`src/rtl/hdlc_err_pkg.sv`:
```
// Constants for the HDLC channel error handling block
package hdlc_err_pkg;
    localparam int NUM_CH = 4;
    localparam int CH_W = 2;

    // Register byte offsets
    localparam logic [7:0] CTRL_OFS = 8'h00;
    localparam logic [7:0] CHCFG_OFS = 8'h04;
    localparam logic [7:0] ACTIVE_OFS = 8'h08;
    localparam logic [7:0] STATUS_OFS = 8'h0C;

    // Control, channel config, active and status register field positions
    localparam int CTRL_MODE_LSB = 0;
    localparam int CTRL_ACM_BIT = 4;
    localparam int CTRL_FLM_BIT = 5;
    localparam int CTRL_OUT_OF_FRAME_ABORT_SETTING_BIT = 6;
    localparam int CHCFG_BEM_LSB = 0;
    localparam int CHCFG_INH_LSB = 4;
    localparam int ACTIVE_RX_LSB = 0;
    localparam int ACTIVE_TX_LSB = 4;
    localparam int STATUS_CNT_LSB = 8;

    // Reset values
    localparam logic [31:0] CTRL_RESET = 32'h0000_0000;
    localparam logic [31:0] CHCFG_RESET = 32'h0000_0000;
    localparam logic [NUM_CH-1:0] ACTIVE_RESET = 4'h0;

    // Port framing modes
    localparam logic [2:0] MODE_UNFRAMED = 3'h0;
    localparam logic [2:0] MODE_T1 = 3'h1;
    localparam logic [2:0] MODE_E1 = 3'h2;
    localparam logic [2:0] MODE_E1X2 = 3'h3;
    localparam logic [2:0] MODE_E1X4 = 3'h4;

    // Bits per frame, minus one
    localparam logic [10:0] T1_LAST = 11'h0C0;
    localparam logic [10:0] E1_LAST = 11'h0FF;
    localparam logic [10:0] E1X2_LAST = 11'h1FF;
    localparam logic [10:0] E1X4_LAST = 11'h3FF;

    // Timing
    localparam int FRAME_TIME_NS = 125000;
    localparam int CLK_PERIOD_NS = 8;
    localparam int FRAME_CYCLES = FRAME_TIME_NS / CLK_PERIOD_NS;
    localparam logic [3:0] ABORT_ONES_LAST = 4'hF;

    // Interrupt and status error codes
    localparam logic [3:0] CODE_NONE = 4'h0;
    localparam logic [3:0] CODE_ONR = 4'h1;
    localparam logic [3:0] CODE_FIFO_FLOW_ERROR = 4'h2;
    localparam logic [3:0] CODE_FRAME_ALIGNMENT_CHANGE = 4'h3;
    localparam logic [3:0] CODE_OOF = 4'h4;
    localparam logic DIR_RX = 1'b0;
    localparam logic DIR_TX = 1'b1;

    // Frame check sequence
    localparam logic [15:0] FCS_INIT = 16'hFFFF;
    localparam logic [15:0] FCS_POLY = 16'h8408;
    localparam logic [15:0] FCS_GOOD = 16'hF0B8;

    typedef enum logic [0:0] {ALIGN_NORMAL, ALIGN_HOLD} align_e;
endpackage

```
`src/rtl/hdlc_channel_error_handling.sv`:
```
// HDLC channel error detection and recovery for one channel group
// What this block does
// - Unexpected transmit frame sync rise against the flywheel flags alignment change.
// - Alignment check only in T1, E1, 2xE1, 4xE1 modes; hits all active channels.
// - Transmit alignment change held for one 125 us frame period.
// - Sending active transmit channels enter abort, sending repeated sixteen ones.
// - No descriptor update or end-of-buffer/message events unless already completed.
// - Descriptor polling stops; channels deactivate when the condition ends.
// - Host-owned next descriptor fetched mid-message raises ownership error.
// - A granted descriptor is kept and written until its buffer ends.
// - Ownership error posts receive interrupt unless buffer error mask set.
// - Ownership error discards FIFO and message, no status write, deactivates channel.
// - Bits arriving into full FIFO post receive overrun interrupt unless masked.
// - Overrun discards data, fetches next pointer, returns descriptor, hunts for flag.
// - Unexpected receive frame sync rise flags alignment change for 125 us.
// - Receiving channels discard message and hunt for flag before refilling FIFO.
// - Each hit receiving channel returns descriptor with alignment code unless inhibited.
// - One receive alignment interrupt after all channels serviced, unless masked.
// - Loss of frame posts receive out-of-frame interrupt unless masked.
// - With abort setting clear, out-of-frame leaves reception untouched.
// - With abort setting, discard, fetch pointer, return descriptor, recover hunting.
// - Received message check sequence compared; mismatch flags an FCS error.
`timescale 1ns/1ns
module hdlc_channel_error_handling
    import hdlc_err_pkg::*;
#(
    parameter int FRAME_ALIGNMENT_CHANGE_HOLD_CYCLES = FRAME_CYCLES
) (
    // Clock and reset
    input wire logic core_clk,
    input wire logic rst,
    // APB register port
    input wire logic psel,
    input wire logic penable,
    input wire logic pwrite,
    input wire logic [7:0] paddr,
    input wire logic [31:0] pwdata,
    output logic [31:0] prdata,
    output logic pready,
    output logic pslverr,
    // Serial link pins
    input wire logic serialClk,
    input wire logic txFrameSync,
    input wire logic rxFrameSync,
    input wire logic lossOfFrame,
    // Transmit channels
    input wire logic [NUM_CH-1:0] txSending,
    input wire logic [NUM_CH-1:0] txEobReq,
    input wire logic [NUM_CH-1:0] txEomReq,
    output logic [NUM_CH-1:0] txEobEvt,
    output logic [NUM_CH-1:0] txEomEvt,
    output logic [NUM_CH-1:0] txAbort,
    output logic txAbortWordStart,
    output logic [NUM_CH-1:0] txPollEn,
    // Receive channels
    input wire logic [NUM_CH-1:0] rxInMsg,
    input wire logic [NUM_CH-1:0] rxDescHostOwned,
    input wire logic [NUM_CH-1:0] rxBitStore,
    input wire logic [NUM_CH-1:0] rxFifoFull,
    input wire logic [NUM_CH-1:0] rxFlagSeen,
    output logic [NUM_CH-1:0] rxDiscard,
    output logic [NUM_CH-1:0] rxNextPtrFetch,
    // Frame check sequence stream
    input wire logic fcsMsgStart,
    input wire logic fcsBitValid,
    input wire logic fcsBit,
    input wire logic fcsMsgEnd,
    output logic fcsError,
    // Receive status descriptor writes
    output logic statValid,
    input wire logic statReady,
    output logic [CH_W-1:0] statChan,
    output logic [3:0] statCode,
    // Interrupt descriptor posts
    output logic intValid,
    input wire logic intReady,
    output logic [CH_W-1:0] intChan,
    output logic [3:0] intCode,
    output logic intDir
);

    function automatic logic [10:0] frameLast(input logic [2:0] mode);
        unique case (mode)
            MODE_T1: return T1_LAST;
            MODE_E1: return E1_LAST;
            MODE_E1X2: return E1X2_LAST;
            default: return E1X4_LAST;
        endcase
    endfunction

    function automatic logic [CH_W-1:0] firstOne(input logic [NUM_CH-1:0] v);
        logic [CH_W-1:0] idx;
        idx = '0;
        for (int i = NUM_CH - 1; i >= 0; i--) begin
            if (v[i]) begin
                idx = CH_W'(i);
            end
        end
        return idx;
    endfunction

    function automatic logic [NUM_CH-1:0] oneHot(input logic [CH_W-1:0] idx);
        logic [NUM_CH-1:0] v;
        v = '0;
        v[idx] = 1'b1;
        return v;
    endfunction

    function automatic logic [15:0] fcsStep(input logic [15:0] crc, input logic b);
        return (crc[0] ^ b) ? ((crc >> 1) ^ FCS_POLY) : (crc >> 1);
    endfunction

    // Registers
    logic [31:0] ctrl_q;
    logic [31:0] chcfg_q;
    logic [NUM_CH-1:0] rxActive_q;
    logic [NUM_CH-1:0] txActive_q;
    logic [31:0] prdata_q;

    // Pin synchronisers; index 0 receive path, 1 transmit path
    logic sclkMeta_q, sclkSync_q, sclkPrev_q;
    logic [1:0] syncMeta_q, syncSync_q, syncPrev_q;
    logic oofMeta_q, oofSync_q, oofPrev_q;

    // Flywheel and hold state
    logic [10:0] flyCnt_q [2];
    logic [1:0] locked_q;
    align_e alignState_q [2];
    logic [15:0] holdCnt_q [2];

    // Channel state
    logic [NUM_CH-1:0] rxDiscard_q;
    logic [NUM_CH-1:0] rxNextPtrFetch_q;
    logic [NUM_CH-1:0] statPend_q;
    logic [3:0] statCodeMem_q [NUM_CH];
    logic [NUM_CH-1:0] txAbort_q;
    logic [3:0] onesCnt_q;

    // Interrupt pending flags
    logic [NUM_CH-1:0] intOnr_q;
    logic [NUM_CH-1:0] intBuff_q;
    logic intTxCofa_q, intRxCofa_q, intOof_q;

    // Output stages
    logic statValid_q, intValid_q, intDir_q;
    logic [CH_W-1:0] statChan_q, intChan_q;
    logic [3:0] statCode_q, intCode_q;

    // Frame check sequence state
    logic [15:0] crc_q;
    logic fcsError_q;
    logic [7:0] fcsErrCnt_q;

    // Register decode
    wire setupPhase = psel & ~penable;
    wire accessPhase = psel & penable;
    wire mapped = (paddr == CTRL_OFS) | (paddr == CHCFG_OFS) | (paddr == ACTIVE_OFS) | (paddr == STATUS_OFS);
    wire wrEn = accessPhase & pwrite;
    wire wrCtrl = wrEn & (paddr == CTRL_OFS);
    wire wrChcfg = wrEn & (paddr == CHCFG_OFS);
    wire wrActive = wrEn & (paddr == ACTIVE_OFS);
    wire [2:0] portMode = ctrl_q[CTRL_MODE_LSB +: 3];
    wire alignMask = ctrl_q[CTRL_ACM_BIT];
    wire frameLossMask = ctrl_q[CTRL_FLM_BIT];
    wire oofAbortSet = ctrl_q[CTRL_OUT_OF_FRAME_ABORT_SETTING_BIT];
    wire [NUM_CH-1:0] bufErrMask = chcfg_q[CHCFG_BEM_LSB +: NUM_CH];
    wire [NUM_CH-1:0] rxInhibit = chcfg_q[CHCFG_INH_LSB +: NUM_CH];
    wire [NUM_CH-1:0] wrRxActive = pwdata[ACTIVE_RX_LSB +: NUM_CH];
    wire [NUM_CH-1:0] wrTxActive = pwdata[ACTIVE_TX_LSB +: NUM_CH];

    // Link edges and flywheel checks
    wire framed = (portMode == MODE_T1) | (portMode == MODE_E1) | (portMode == MODE_E1X2) | (portMode == MODE_E1X4);
    wire [10:0] lastBit = frameLast(portMode);
    wire serialRise = sclkSync_q & ~sclkPrev_q;
    wire [1:0] syncRise = {2{serialRise}} & syncSync_q & ~syncPrev_q;
    wire [1:0] cofaDetect;
    wire [1:0] holding;
    wire [1:0] holdEnd;
    assign cofaDetect[0] = syncRise[0] & locked_q[0] & framed & (flyCnt_q[0] != lastBit);
    assign cofaDetect[1] = syncRise[1] & locked_q[1] & framed & (flyCnt_q[1] != lastBit);
    assign holding[0] = (alignState_q[0] == ALIGN_HOLD);
    assign holding[1] = (alignState_q[1] == ALIGN_HOLD);
    assign holdEnd[0] = holding[0] & (holdCnt_q[0] == 16'h0000) & ~cofaDetect[0];
    assign holdEnd[1] = holding[1] & (holdCnt_q[1] == 16'h0000) & ~cofaDetect[1];
    wire oofEvent = oofSync_q & ~oofPrev_q;

    // Receive channel events
    wire [NUM_CH-1:0] onrEv = rxActive_q & rxInMsg & rxDescHostOwned & ~rxDiscard_q;
    wire [NUM_CH-1:0] buffEv = rxActive_q & rxBitStore & rxFifoFull & ~rxDiscard_q & ~onrEv;
    wire [NUM_CH-1:0] cofaHit = rxActive_q & rxInMsg & ~rxDiscard_q & {NUM_CH{cofaDetect[0]}} & ~onrEv;
    wire [NUM_CH-1:0] oofHit = rxActive_q & rxInMsg & ~rxDiscard_q & {NUM_CH{oofEvent & oofAbortSet}} & ~onrEv;
    wire [NUM_CH-1:0] abortEv = buffEv | cofaHit | oofHit;
    wire [NUM_CH-1:0] statSet = abortEv & ~rxInhibit;

    // Interrupt selection
    wire statIdle = (statPend_q == '0) & ~statValid_q;
    wire rxCofaReady = intRxCofa_q & statIdle & ~holding[0];
    wire pickOnr = |intOnr_q;
    wire pickBuff = ~pickOnr & (|intBuff_q);
    wire pickTx = ~pickOnr & ~pickBuff & intTxCofa_q;
    wire pickRx = ~pickOnr & ~pickBuff & ~intTxCofa_q & rxCofaReady;
    wire pickOof = ~pickOnr & ~pickBuff & ~intTxCofa_q & ~rxCofaReady & intOof_q;
    wire intAny = pickOnr | pickBuff | pickTx | pickRx | pickOof;
    wire loadInt = ~intValid_q & intAny;
    wire [CH_W-1:0] onrIdx = firstOne(intOnr_q);
    wire [CH_W-1:0] buffIdx = firstOne(intBuff_q);
    wire [CH_W-1:0] pickChan = pickOnr ? onrIdx : (pickBuff ? buffIdx : '0);
    wire [3:0] pickCode = pickOnr ? CODE_ONR : (pickBuff ? CODE_FIFO_FLOW_ERROR : ((pickTx | pickRx) ? CODE_FRAME_ALIGNMENT_CHANGE : CODE_OOF));
    wire pickDir = pickTx ? DIR_TX : DIR_RX;
    wire [NUM_CH-1:0] onrClr = (loadInt & pickOnr) ? oneHot(onrIdx) : '0;
    wire [NUM_CH-1:0] buffClr = (loadInt & pickBuff) ? oneHot(buffIdx) : '0;

    // Status descriptor selection
    wire loadStat = ~statValid_q & (|statPend_q);
    wire [CH_W-1:0] statIdx = firstOne(statPend_q);
    wire [NUM_CH-1:0] statClr = loadStat ? oneHot(statIdx) : '0;

    // Channel outputs
    assign txAbort = txAbort_q;
    assign txPollEn = txActive_q & ~{NUM_CH{holding[1]}} & ~txAbort_q;
    assign txEobEvt = txEobReq & ~txAbort_q & ~({NUM_CH{holding[1]}} & txSending);
    assign txEomEvt = txEomReq & ~txAbort_q & ~({NUM_CH{holding[1]}} & txSending);
    assign txAbortWordStart = (|txAbort_q) & serialRise & (onesCnt_q == 4'h0);
    assign rxDiscard = rxDiscard_q | (rxActive_q & {NUM_CH{holding[0]}});
    assign rxNextPtrFetch = rxNextPtrFetch_q;
    assign fcsError = fcsError_q;
    assign statValid = statValid_q;
    assign statChan = statChan_q;
    assign statCode = statCode_q;
    assign intValid = intValid_q;
    assign intChan = intChan_q;
    assign intCode = intCode_q;
    assign intDir = intDir_q;
    assign prdata = prdata_q;
    assign pready = 1'b1;
    assign pslverr = accessPhase & ~mapped;

    // Read data captured in the setup cycle
    wire [31:0] statusWord = {16'h0000, fcsErrCnt_q, 3'b000, locked_q[1], locked_q[0], oofSync_q, holding[0], holding[1]};
    wire [31:0] activeWord = {24'h000000, txActive_q, rxActive_q};
    wire [31:0] readMux = (paddr == CTRL_OFS) ? ctrl_q :
                          (paddr == CHCFG_OFS) ? chcfg_q :
                          (paddr == ACTIVE_OFS) ? activeWord :
                          (paddr == STATUS_OFS) ? statusWord : 32'h0000_0000;

    always_ff @(posedge core_clk or posedge rst) begin
        if (rst) begin
            ctrl_q <= CTRL_RESET;
            chcfg_q <= CHCFG_RESET;
            prdata_q <= 32'h0000_0000;
        end else begin
            if (wrCtrl) begin
                ctrl_q <= pwdata;
            end
            if (wrChcfg) begin
                chcfg_q <= pwdata;
            end
            if (setupPhase) begin
                prdata_q <= readMux;
            end
        end
    end

    // Two-flop synchronisers, then edge history
    always_ff @(posedge core_clk or posedge rst) begin
        if (rst) begin
            sclkMeta_q <= 1'b0;
            sclkSync_q <= 1'b0;
            sclkPrev_q <= 1'b0;
            syncMeta_q <= 2'b00;
            syncSync_q <= 2'b00;
            syncPrev_q <= 2'b00;
            oofMeta_q <= 1'b0;
            oofSync_q <= 1'b0;
            oofPrev_q <= 1'b0;
        end else begin
            sclkMeta_q <= serialClk;
            sclkSync_q <= sclkMeta_q;
            sclkPrev_q <= sclkSync_q;
            syncMeta_q <= {txFrameSync, rxFrameSync};
            syncSync_q <= syncMeta_q;
            if (serialRise) begin
                syncPrev_q <= syncSync_q;
            end
            oofMeta_q <= lossOfFrame;
            oofSync_q <= oofMeta_q;
            oofPrev_q <= oofSync_q;
        end
    end

    // Flywheels and one-frame hold of the alignment-change condition
    always_ff @(posedge core_clk or posedge rst) begin
        if (rst) begin
            locked_q <= 2'b00;
            for (int i = 0; i < 2; i++) begin
                flyCnt_q[i] <= 11'h000;
                alignState_q[i] <= ALIGN_NORMAL;
                holdCnt_q[i] <= 16'h0000;
            end
        end else begin
            for (int i = 0; i < 2; i++) begin
                if (!framed) begin
                    locked_q[i] <= 1'b0;
                end else if (syncRise[i]) begin
                    locked_q[i] <= 1'b1;
                end
                if (syncRise[i] || (serialRise && flyCnt_q[i] == lastBit)) begin
                    flyCnt_q[i] <= 11'h000;
                end else if (serialRise) begin
                    flyCnt_q[i] <= flyCnt_q[i] + 11'h001;
                end
                unique case (alignState_q[i])
                    ALIGN_NORMAL: begin
                        if (cofaDetect[i]) begin
                            alignState_q[i] <= ALIGN_HOLD;
                            holdCnt_q[i] <= 16'(FRAME_ALIGNMENT_CHANGE_HOLD_CYCLES - 1);
                        end
                    end
                    ALIGN_HOLD: begin
                        if (cofaDetect[i]) begin
                            holdCnt_q[i] <= 16'(FRAME_ALIGNMENT_CHANGE_HOLD_CYCLES - 1);
                        end else if (holdEnd[i]) begin
                            alignState_q[i] <= ALIGN_NORMAL;
                        end else begin
                            holdCnt_q[i] <= holdCnt_q[i] - 16'h0001;
                        end
                    end
                endcase
            end
        end
    end

    // Transmit channels: abort, ones pattern phase, deactivation
    always_ff @(posedge core_clk or posedge rst) begin
        if (rst) begin
            txActive_q <= ACTIVE_RESET;
            txAbort_q <= '0;
            onesCnt_q <= 4'h0;
        end else begin
            if (holdEnd[1]) begin
                txActive_q <= '0;
            end else if (wrActive) begin
                txActive_q <= wrTxActive;
            end
            if (wrActive) begin
                txAbort_q <= txAbort_q & ~wrTxActive;
            end
            if (cofaDetect[1] || holding[1]) begin
                txAbort_q <= txAbort_q | (txActive_q & txSending);
            end
            if (serialRise) begin
                onesCnt_q <= (onesCnt_q == ABORT_ONES_LAST) ? 4'h0 : onesCnt_q + 4'h1;
            end
        end
    end

    // Receive channels: discard, next pointer, deactivation, status queue
    always_ff @(posedge core_clk or posedge rst) begin
        if (rst) begin
            rxActive_q <= ACTIVE_RESET;
            rxDiscard_q <= '0;
            rxNextPtrFetch_q <= '0;
            statPend_q <= '0;
            for (int c = 0; c < NUM_CH; c++) begin
                statCodeMem_q[c] <= CODE_NONE;
            end
        end else begin
            if (wrActive) begin
                rxActive_q <= wrRxActive & ~onrEv;
            end else begin
                rxActive_q <= rxActive_q & ~onrEv;
            end
            rxNextPtrFetch_q <= abortEv;
            statPend_q <= (statPend_q & ~statClr) | statSet;
            for (int c = 0; c < NUM_CH; c++) begin
                if (onrEv[c] || abortEv[c]) begin
                    rxDiscard_q[c] <= 1'b1;
                end else if (rxFlagSeen[c] && !holding[0]) begin
                    rxDiscard_q[c] <= 1'b0;
                end
                if (statSet[c]) begin
                    statCodeMem_q[c] <= buffEv[c] ? CODE_FIFO_FLOW_ERROR : (cofaHit[c] ? CODE_FRAME_ALIGNMENT_CHANGE : CODE_OOF);
                end
            end
        end
    end

    // Status descriptor output stage
    always_ff @(posedge core_clk or posedge rst) begin
        if (rst) begin
            statValid_q <= 1'b0;
            statChan_q <= '0;
            statCode_q <= CODE_NONE;
        end else if (loadStat) begin
            statValid_q <= 1'b1;
            statChan_q <= statIdx;
            statCode_q <= statCodeMem_q[statIdx];
        end else if (statValid_q && statReady) begin
            statValid_q <= 1'b0;
        end
    end

    // Interrupt pending flags; a new event wins over the clear
    always_ff @(posedge core_clk or posedge rst) begin
        if (rst) begin
            intOnr_q <= '0;
            intBuff_q <= '0;
            intTxCofa_q <= 1'b0;
            intRxCofa_q <= 1'b0;
            intOof_q <= 1'b0;
        end else begin
            intOnr_q <= (intOnr_q & ~onrClr) | (onrEv & ~bufErrMask);
            intBuff_q <= (intBuff_q & ~buffClr) | (buffEv & ~bufErrMask);
            intTxCofa_q <= (intTxCofa_q & ~(loadInt & pickTx)) | (cofaDetect[1] & ~alignMask);
            intRxCofa_q <= (intRxCofa_q & ~(loadInt & pickRx)) | (cofaDetect[0] & ~alignMask);
            intOof_q <= (intOof_q & ~(loadInt & pickOof)) | (oofEvent & ~frameLossMask);
        end
    end

    // Interrupt descriptor output stage
    always_ff @(posedge core_clk or posedge rst) begin
        if (rst) begin
            intValid_q <= 1'b0;
            intChan_q <= '0;
            intCode_q <= CODE_NONE;
            intDir_q <= DIR_RX;
        end else if (loadInt) begin
            intValid_q <= 1'b1;
            intChan_q <= pickChan;
            intCode_q <= pickCode;
            intDir_q <= pickDir;
        end else if (intValid_q && intReady) begin
            intValid_q <= 1'b0;
        end
    end

    // Frame check sequence over the received message
    always_ff @(posedge core_clk or posedge rst) begin
        if (rst) begin
            crc_q <= FCS_INIT;
            fcsError_q <= 1'b0;
            fcsErrCnt_q <= 8'h00;
        end else begin
            fcsError_q <= 1'b0;
            if (fcsMsgStart) begin
                crc_q <= FCS_INIT;
            end else if (fcsBitValid) begin
                crc_q <= fcsStep(crc_q, fcsBit);
            end
            if (fcsMsgEnd && crc_q != FCS_GOOD) begin
                fcsError_q <= 1'b1;
                fcsErrCnt_q <= fcsErrCnt_q + 8'h01;
            end
        end
    end

endmodule

```
`config.mk`:
```
export PLATFORM = sky130hd
export DESIGN_NAME = hdlc_channel_error_handling
export DESIGN_NICKNAME = d
export VERILOG_FILES = /design/src/rtl/hdlc_err_pkg.sv /design/src/rtl/hdlc_channel_error_handling.sv
export SDC_FILE = /design/constraint.sdc
export NUM_CORES = 1
export LEC_CHECK = 0
export ABC_AREA = 0
export BUFFER_PORTS_ARGS = -buffer_cell sky130_fd_sc_hd__buf_2
export CORE_ASPECT_RATIO = 0.7
export CORE_MARGIN = 3
export CORE_UTILIZATION = 58
export CTS_CLUSTER_SIZE = 24
export DETAILED_ROUTE_END_ITERATION = 16
export GPL_ROUTABILITY_DRIVEN = 0
export PLACE_DENSITY = 0.8
export SLEW_MARGIN = 30
export SYNTH_ARGS = -nofsm -noshare
export SYNTH_HDL_FRONTEND = slang
export SYNTH_SLANG_ARGS = --single-unit
```
`constraint.sdc`:
```
create_clock -name core_clk -period 11.36 [get_ports core_clk]
set_clock_uncertainty 0.15 [all_clocks]
set_input_delay 1.136 -clock core_clk [delete_from_list [all_inputs] [get_ports core_clk]]
set_output_delay 1.136 -clock core_clk [all_outputs]
set_load 0.005 [all_outputs]
```
==> impl_table.tex, run 1 <==
\begin{tabular}{lr}
\hline
Metric & Value \\
\hline
\multicolumn{2}{l}{\textbf{Run status}} \\
Status & completed \\
\multicolumn{2}{l}{\textbf{GRT}} \\
Largest net degree at the start of global routing & 145 \\
Vias in the first global route & 8827 \\
Global-route wire length before repair & $\sim$46000 µm \\
Grt total ovfl & 0 \\
Antenna violations before repair & 1 \\
Global-route usage over all layers & 25.39\% \\
\multicolumn{2}{l}{\textbf{Floorplanning}} \\
Ports & $\sim$160 \\
Floorplan die area & 22380 µm² \\
Area of the core region & 20010 µm² \\
Initial cell density of the core & between 50\% and 60\% \\
Die extent in y & 126.1 µm \\
Overall die width & 177.5 µm \\
Number of placement rows & 43 \\
\multicolumn{2}{l}{\textbf{Timing}} \\
Setup repair after global routing missed its margin & false \\
Final Cycle Share & 31.10\% \\
Endpoints failing setup & 0 \\
Hold Fails Final Rpt & 0 \\
Max-slew headroom & 45.12\% \\
Pins over their slew limit & 0 \\
Post-route setup slack & 7.827 ns \\
Upper clock frequency limit & approximately 0.28 GHz \\
Final hold slack & approximately 0.2 ns \\
Total negative slack for setup checks & 0 ns \\
Least-Margin Pin Slew & 0.8232 ns \\
Final min period & between 3 and 4 ns \\
\multicolumn{2}{l}{\textbf{Clock tree}} \\
Buffer depth of the longest clock path & 3 \\
CTS tree & built \\
Total number of clock tree sinks & 255 \\
Post-CTS Setup Repair Bufs & 0 \\
Post-cts repair resize count & 0 \\
Clk\_lat worst skew & 0.52 ns \\
CTS H-Tree Depth & 1 \\
Clock tree root buffer cell & sky130\_fd\_sc\_hd\_\_clkbuf\_16 \\
Clock-pin transition on the worst setup and hold timing paths & 0.06 ns \\
Quantity of hold-fixing buffers added after cts & 0 \\
Number of buffers added by the clock tree synthesis step & 24 \\
\multicolumn{2}{l}{\textbf{Power}} \\
Leakage component of the power & approximately 0.0067 µW \\
Sequential group share of total power & between 50\% and 60\% \\
Peak supply drop & roughly 0.1 mV \\
Pint & 1485 µW \\
Net switching power figure & 508.5 µW \\
Share of power burned in the clock network & 37.9\% \\
Combinational power share & 10.3\% \\
Power per cell area & 146.1 nW/µm² \\
Proportion of total power due to net switching & 25.51\% \\
\multicolumn{2}{l}{\textbf{Critical path}} \\
Maximum fanout encountered on the critical timing path & 16 \\
CP delay by family, top & simple AND/OR/NAND/NOR gates \\
Reg-to-Reg Start & ctrl\_q[0]\$\_DFFE\_PP0P\_ \\
Data required time at the worst endpoint & roughly 10 ns \\
Startpoint Class & flop \\
Path type of the worst setup path & reg2out \\
Critical-path cell list & nand2b\_1 > nor4\_1 > buf\_2 \\
Kind of capture point of the worst setup path & output pin \\
Worst endpoint data arrival time & approximately 2.3 ns \\
Worst path bufs/invs & 1 \\
Crit-path max cell delay & 0.68 ns \\
Launch point of the worst path & sclkPrev\_q\$\_DFF\_PP0\_ \\
Slowest cell on the critical path & sky130\_fd\_sc\_hd\_\_nor4\_1 \\
\multicolumn{2}{l}{\textbf{Detailed routing}} \\
Drc violations & 0 \\
First-pass detailed-route iteration total & 5 \\
Post-detailed-route count of antenna-violating nets & 0 \\
Wire length per cell & 18.49 µm \\
Vias per cell & 6.008 \\
Routed WL & around 28000 µm \\
Starting DRT DRC Count & about 740 \\
Routed via count & roughly 9000 \\
\multicolumn{2}{l}{\textbf{Logic synthesis}} \\
Flip-flop and latch count after synthesis & roughly 260 \\
Fraction of synthesis flops using an asynchronous set or reset pin & between 90\% and 100\% \\
Count of distinct cell types in the synthesized netlist & between 70 and 80 \\
Sequential fraction of the synthesis area & 53.59\% \\
Count of mapped cells out of synthesis & approximately 1100 \\
Per-instance average area after synthesis & 10.77 µm² \\
Number of warnings printed during yosys synthesis & 0 \\
Mapped cell area & roughly 12000 µm² \\
Top FF cell, synth & sky130\_fd\_sc\_hd\_\_dfrtp\_1 \\
Fraction of post-synthesis cell area in the top cell type by area & 50.07\% \\
Top post-synthesis cells by area & sky130\_fd\_sc\_hd\_\_dfrtp\_1 (50\%), sky130\_fd\_sc\_hd\_\_mux2\_2 (7.4\%), sky130\_fd\_sc\_hd\_\_dfstp\_2 (3.5\%), sky130\_fd\_sc\_hd\_\_o21ai\_0 (3.0\%), sky130\_fd\_sc\_hd\_\_nand2\_1 (3.0\%) \\
Number of enable-type register cells in the synthesized netlist & 0 \\
Biggest area consumer among synthesized cells & sky130\_fd\_sc\_hd\_\_dfrtp\_1 \\
\multicolumn{2}{l}{\textbf{Final layout}} \\
Commonest non-fill, non-tap cell in the layout & sky130\_fd\_sc\_hd\_\_dfrtp\_1 \\
Synthesis-to-finish area growth & 14.22\% \\
Highest-count cells in the layout ignoring fill and taps & sky130\_fd\_sc\_hd\_\_dfrtp\_1 (239), sky130\_fd\_sc\_hd\_\_buf\_2 (158), sky130\_fd\_sc\_hd\_\_nand2\_1 (94), sky130\_fd\_sc\_hd\_\_nor2\_1 (80), sky130\_fd\_sc\_hd\_\_mux2\_2 (78) \\
Final net count & 1339 \\
Non-Filler Instances & 1529 \\
Layout fillers & around 1500 \\
Count of antenna diodes in the layout & 0 \\
Fraction of layout instances using a drive strength above 1 & between 20 and 30\% \\
\multicolumn{2}{l}{\textbf{Placed design}} \\
Post-Place Setup Slack & 7.613 ns \\
Port Buffers & 158 \\
Placed Cells & 1489 \\
Total half-perimeter wirelength after legalization and detailed placement & slightly below 20000 µm \\
\multicolumn{2}{l}{\textbf{Worst hold path}} \\
Launch point of the worst hold path & sclkMeta\_q\$\_DFF\_PP0\_ \\
Type of the tightest min-delay check & reg2reg \\
\multicolumn{2}{l}{\textbf{Flow run}} \\
\# Max-Cap Violations & 0 \\
\hline
\end{tabular}
area by class of cell:
class	instances	area (µm²)	area share, %
multi-input combinational	768	5204	38.15
inverter	32	132.6	0.9722
clock buffer	35	691.9	5.072
clock inverter	5	38.79	0.2843
sequential	255	6401	46.92
tap	270	337.8	2.476
timing repair buffer	164	835.8	6.127
registers in the layout (all words and copies together) (netlist names), 4 cells and up:
name and count:
chcfg_q 32, crc_q 16, ctrl_q 32, fcsErrCnt_q 8, flyCnt_q 22, holdCnt_q 32, intBuff_q 4, intOnr_q 4
onesCnt_q 4, prdata 32, rxActive_q 4, rxDiscard_q 4, rxNextPtrFetch 4, statCodeMem_q 12, statPend_q 4, txAbort 4
txActive_q 4
metal layers:
metal | GRT usage [%] | share of wire [%] | wire length [µm]
met3 | 4.310 | 6.8 | 1920
met5 | 0 | 0.046 | 13
met4 | 5.261 | 2.0 | 557
met1 | 38.93 | 46 | 13130
met2 | 38.53 | 45 | 12650
worst reg2reg max path: cells and delay by family, from the launching register on:
| family | cells | cell delay (ns) |
|---|---|---|
| AOI/OAI and AO/OA | 2 | 0.91 |
| DFF | 1 | 0.54 |
| and+or+nand+nor | 3 | 1.14 |
final timing paths:
| path | to | slack [ns] | cells past startpoint |
|---|---|---|---|
| max | txAbortWordStart | 7.83 | 3 |
| min | sclkSync_q$_DFF_PP0_ | 0.20 | 0 |
| max reg2reg | txAbort[0]$_DFFE_PP0P_ | 8.52 | 5 |
| min reg2reg | sclkSync_q$_DFF_PP0_ | 0.20 | 0 |
| max in group asynchronous | chcfg_q[20]$_DFFE_PP0P_ | 9.34 | 3 |
| min in group asynchronous | holdCnt_q[13]$_DFFE_PP0P_ | 0.53 | 2 |
cell usage after synthesis, drive strengths merged (4+ instances only):
library cell / count
xor2: 24
nand2: 94
mux2i: 14
and2: 11
a21o: 6
nor3b: 11
xnor2: 25
o221ai: 5
a21oi: 45
or4: 11
nor2b: 16
o22ai: 4
mux2: 79
dfrtp: 239
nand2b: 13
a31oi: 4
nand3: 27
ha: 7
a211o: 13
nor2: 81
and3: 13
o21a: 9
clkbuf: 35
nand4b: 8
o31ai: 10
nor4: 16
o41ai: 5
or3: 11
or2: 10
dfstp: 16
o21ai: 73
nand4: 21
nor3: 20
o311a: 4
a22oi: 26
o211ai: 9
inv: 32
buf: 20
stage by stage:
step	utilization, %	total power [µW]	cell area [µm²]
finish	68.16	1993	13640
CTS	68.11	2006	13630
floorplan	-	1169	11950
global placement	64.40	1242	12890
global route	68.16	2078	13640
detailed placement	64.46	1252	12900
cells by family after synthesis:
logic type / Yosys count / synth area share, %
AND/OR/NAND/NOR: 379 / 16.93
flip-flops: 255 / 53.59
AO/OA/AOI/OAI: 234 / 12.83
multiplexers: 96 / 9.187
buffers and inverters: 87 / 3.069
XOR/XNOR: 49 / 3.593
adder cells (fa/ha/maj): 7 / 0.7333
other: 2 / 0.06288
power groups by stage:
stage | clock network (µW) | registers, µW | logic, µW
2_1_floorplan | 0 | 1030 | 138
3_3_place_gp | 0 | 1040 | 197
3_5_place_dp | 0 | 1050 | 204
4_1_cts | 768 | 1030 | 206
5_1_grt | 804 | 1040 | 232
6_report | 755 | 1030 | 204
Power figures use the tool's default switching activity.
==> inputs of run 2 (changes only) <==
==> constraint.sdc (replaced) <==
create_clock -name core_clk -period 3.7 [get_ports core_clk]
set_clock_uncertainty 0.15 [all_clocks]
set_input_delay 0.37 -clock core_clk [delete_from_list [all_inputs] [get_ports core_clk]]
set_output_delay 0.37 -clock core_clk [all_outputs]
set_load 0.005 [all_outputs]
==> run 2 against run 1 <==
First-iteration DRC count increased by 8.1%. Power rose to 3.3 times the previous value. Register-to-register slack worse by 7.5 ns. Final cell count grew 3.5%. Highest routed layer is now met4. Largest cell class unchanged. Combinational power grew to 3.3 times the previous value. Clock power rose to 3.7 times the previous value. Core utilization rose by 3.3 points. Hold slack got worse by 0.18 ns. Final area increased by 4.8%.
==> impl_table.tex, run 2 (same netlist as run 1, synthesis figures left out) <==
\begin{tabular}{lr}
\hline
Metric & Value \\
\hline
\multicolumn{2}{l}{\textbf{Floorplanning}} \\
Number of placement rows & 43 (unchanged) \\
Overall die width & 177.5 µm (unchanged) \\
Floorplan die area & 22380 µm² (unchanged) \\
Area of the core region & 20010 µm² (unchanged) \\
Die extent in y & 126.1 µm (unchanged) \\
Ports & 162 (unchanged) \\
Initial cell density of the core & 59.68\% (unchanged) \\
\multicolumn{2}{l}{\textbf{Power}} \\
Combinational power share & 10.0\% (-0.3 points) \\
Pint & 5000 µW (+240\%) \\
Share of power burned in the clock network & 42.4\% (+4.5 points) \\
Proportion of total power due to net switching & 25.02\% (-0.50 points) \\
Peak supply drop & 0.3870 mV (+290\%) \\
Net switching power figure & 1668 µW (+230\%) \\
Sequential group share of total power & 47.6\% (-4.3 points) \\
Leakage component of the power & 0.006963 µW (+4.6\%) \\
Power per cell area & 466.5 nW/µm² (+220\%) \\
\multicolumn{2}{l}{\textbf{Final layout}} \\
Layout fillers & 1457 (-5.0\%) \\
Final net count & 1386 (+3.5\%) \\
Highest-count cells in the layout ignoring fill and taps & sky130\_fd\_sc\_hd\_\_dfrtp\_1 (239), sky130\_fd\_sc\_hd\_\_buf\_2 (158), sky130\_fd\_sc\_hd\_\_nand2\_1 (94), sky130\_fd\_sc\_hd\_\_nor2\_1 (80), sky130\_fd\_sc\_hd\_\_mux2\_2 (78) \\
Final standard cell area without fillers & 14300 µm² (+4.8\%) \\
Commonest non-fill, non-tap cell in the layout & sky130\_fd\_sc\_hd\_\_dfrtp\_1 \\
Fraction of layout instances using a drive strength above 1 & 25.55\% (+0.22 points) \\
Multi-input gate area in the final layout & 5187 µm² (-0.31\%) \\
Footprint of the flip-flops and latches & 6401 µm² (unchanged) \\
Synthesis-to-finish area growth & 19.68\% \\
Non-Filler Instances & 1582 (+3.5\%) \\
\multicolumn{2}{l}{\textbf{Critical path}} \\
Worst path bufs/invs & 0 (-1) \\
Path type of the worst setup path & reg2reg \\
Data required time at the worst endpoint & 4.01 ns (-6.06 ns) \\
Crit path top cell by count & sky130\_fd\_sc\_hd\_\_a21oi\_1 \\
Crit-path max cell delay & 0.63 ns (-0.05 ns) \\
Startpoint Class & flop \\
CP delay by family, top & simple AND/OR/NAND/NOR gates \\
Kind of capture point of the worst setup path & flop \\
Critical-path cell list & nor4bb\_1 > nand4\_1 > nor4\_1 > a21oi\_1 > a21oi\_1 \\
Maximum fanout encountered on the critical timing path & 13 (-3) \\
Worst endpoint data arrival time & 2.98 ns (+0.73 ns) \\
Slowest cell on the critical path & sky130\_fd\_sc\_hd\_\_nor4\_1 \\
\multicolumn{2}{l}{\textbf{GRT}} \\
Vias in the first global route & 9138 (+3.5\%) \\
Global-route usage over all layers & 26.60\% (+1.2 points) \\
Grt total ovfl & 0 (unchanged) \\
Antenna violations before repair & 1 (unchanged) \\
Global-route wire length before repair & 48040 µm (+4.2\%) \\
Largest net degree at the start of global routing & 167 (+15\%) \\
\multicolumn{2}{l}{\textbf{Clock tree}} \\
Post-CTS Setup Repair Bufs & 0 (unchanged) \\
Clock tree root buffer cell & sky130\_fd\_sc\_hd\_\_clkbuf\_16 \\
Total number of clock tree sinks & 255 (unchanged) \\
Number of buffers added by the clock tree synthesis step & 25 (+4.2\%) \\
Clock-pin transition on the worst setup and hold timing paths & 0.06 ns (about the same) \\
CTS tree & built \\
Buffer depth of the longest clock path & 3 (unchanged) \\
CTS H-Tree Depth & 1 (unchanged) \\
Clk\_lat worst skew & 0.54 ns (+0.02 ns) \\
\multicolumn{2}{l}{\textbf{Placed design}} \\
Total half-perimeter wirelength after legalization and detailed placement & 20440 µm (+3.2\%) \\
Placed Instance Area & 12970 µm² (+0.52\%) \\
Port Buffers & 158 (unchanged) \\
Placed Cells & 1495 (+0.40\%) \\
\multicolumn{2}{l}{\textbf{Timing}} \\
Least-Margin Pin Slew & 0.9141 ns (+0.09089 ns) \\
Upper clock frequency limit & roughly 0.37 GHz \\
Max-slew headroom & 39.06\% (-6.1 points) \\
Final min period & 2.673 ns \\
Final Cycle Share & 72.24\% \\
Pins over their slew limit & 0 (unchanged) \\
Endpoints failing setup & 0 (unchanged) \\
Hold Fails Final Rpt & 0 (unchanged) \\
Setup repair after global routing missed its margin & false \\
Final hold slack & 0.01715 ns (-0.1849 ns) \\
\multicolumn{2}{l}{\textbf{Run status}} \\
Status & completed \\
\multicolumn{2}{l}{\textbf{Detailed routing}} \\
First-pass detailed-route iteration total & 5 (unchanged) \\
Drc violations & 0 (unchanged) \\
Wire length per cell & 18.82 µm (+1.8\%) \\
Starting DRT DRC Count & 799 (+8.1\%) \\
Routed WL & 29780 µm (+5.3\%) \\
Post-detailed-route count of antenna-violating nets & 0 (unchanged) \\
Vias per cell & 5.956 (-0.87\%) \\
Routed via count & 9422 (+2.6\%) \\
\multicolumn{2}{l}{\textbf{Worst hold path}} \\
Type of the tightest min-delay check & in2reg \\
\multicolumn{2}{l}{\textbf{Flow run}} \\
\# Max-Cap Violations & 0 (unchanged) \\
\hline
\end{tabular}
==> run 2: cell types whose count changed in the layout (fill, tap and decap cells not counted), sizes merged <==
cell / previous run / this run
dlygate4sd3: 0 / 40
buf: 164 / 170
diode: 0 / 1
clkbuf: 35 / 32
inv: 31 / 33
clkinvlp: 0 / 1
clkinv: 6 / 7
bufinv: 0 / 5
==> run 2: final timing paths <==
kind	start	cells past startpoint	slack (ns)	to
max	syncPrev_q[0]$_DFFE_PP0N_	5	1.03	statCodeMem_q[8]$_DFFE_PP0P_
min	pwdata[0]	2	0.02	ctrl_q[0]$_DFFE_PP0P_
min in group asynchronous	rst	4	0.38	holdCnt_q[8]$_DFFE_PP0P_
min reg2reg	syncMeta_q[0]$_DFF_PP0_	0	0.20	syncSync_q[0]$_DFF_PP0_
max reg2reg	syncPrev_q[0]$_DFFE_PP0N_	5	1.03	statCodeMem_q[8]$_DFFE_PP0P_
max in group asynchronous	rst	4	2.24	statCodeMem_q[4]$_DFFE_PP0P_
==> run 2: power groups by stage <==
stage	sequential, µW	combinational (µW)	clock [µW]
floorplan	3160	426	0
global placement	3210	611	0
detailed placement	3220	634	0
CTS	3170	670	2860
global route	3200	749	2970
finish	3180	664	2830
==> run 2: what timing repair did <==
action	in CTS	in global routing
hold buffers	40	0
hold endpoints to repair	146	0
gates resized for setup	0	0
==> run 2: stage by stage <==
stage	setup WS, ns	power (µW)	setup TNS [ns]	utilization (%)
after CTS	1.065	6699	0	71.41
after global routing	0.8439	6923	0	71.42
after floorplan	-0.1646	3591	-39.33	-
final	1.027	6668	0	71.42
after detailed placement	0.9913	3852	0	64.80
after global placement	1.027	3819	0	64.80
==> run 2: area by class of cell <==
| type | count | area share (%) |
|---|---|---|
| Multi-Input combinational cell | 768 | 36.29 |
| Antenna cell | 1 | 0.01751 |
| Clock buffer | 32 | 4.910 |
| Timing Repair Buffer | 210 | 9.225 |
| Tap cell | 270 | 2.363 |
| Sequential cell | 255 | 44.78 |
| Clock inverter | 14 | 1.549 |
| Inverter | 32 | 0.8665 |
==> run 2: per-layer routing <==
metal | global-route usage, % | vias up | wire length (µm)
met4 | 6.737 | 0 | 604
met3 | 5.425 | 43 | 2313
met5 | 0 | - | 0
li1 | - | 4381 | -
met1 | 39.48 | 4665 | 13250
met2 | 40.42 | 333 | 13610
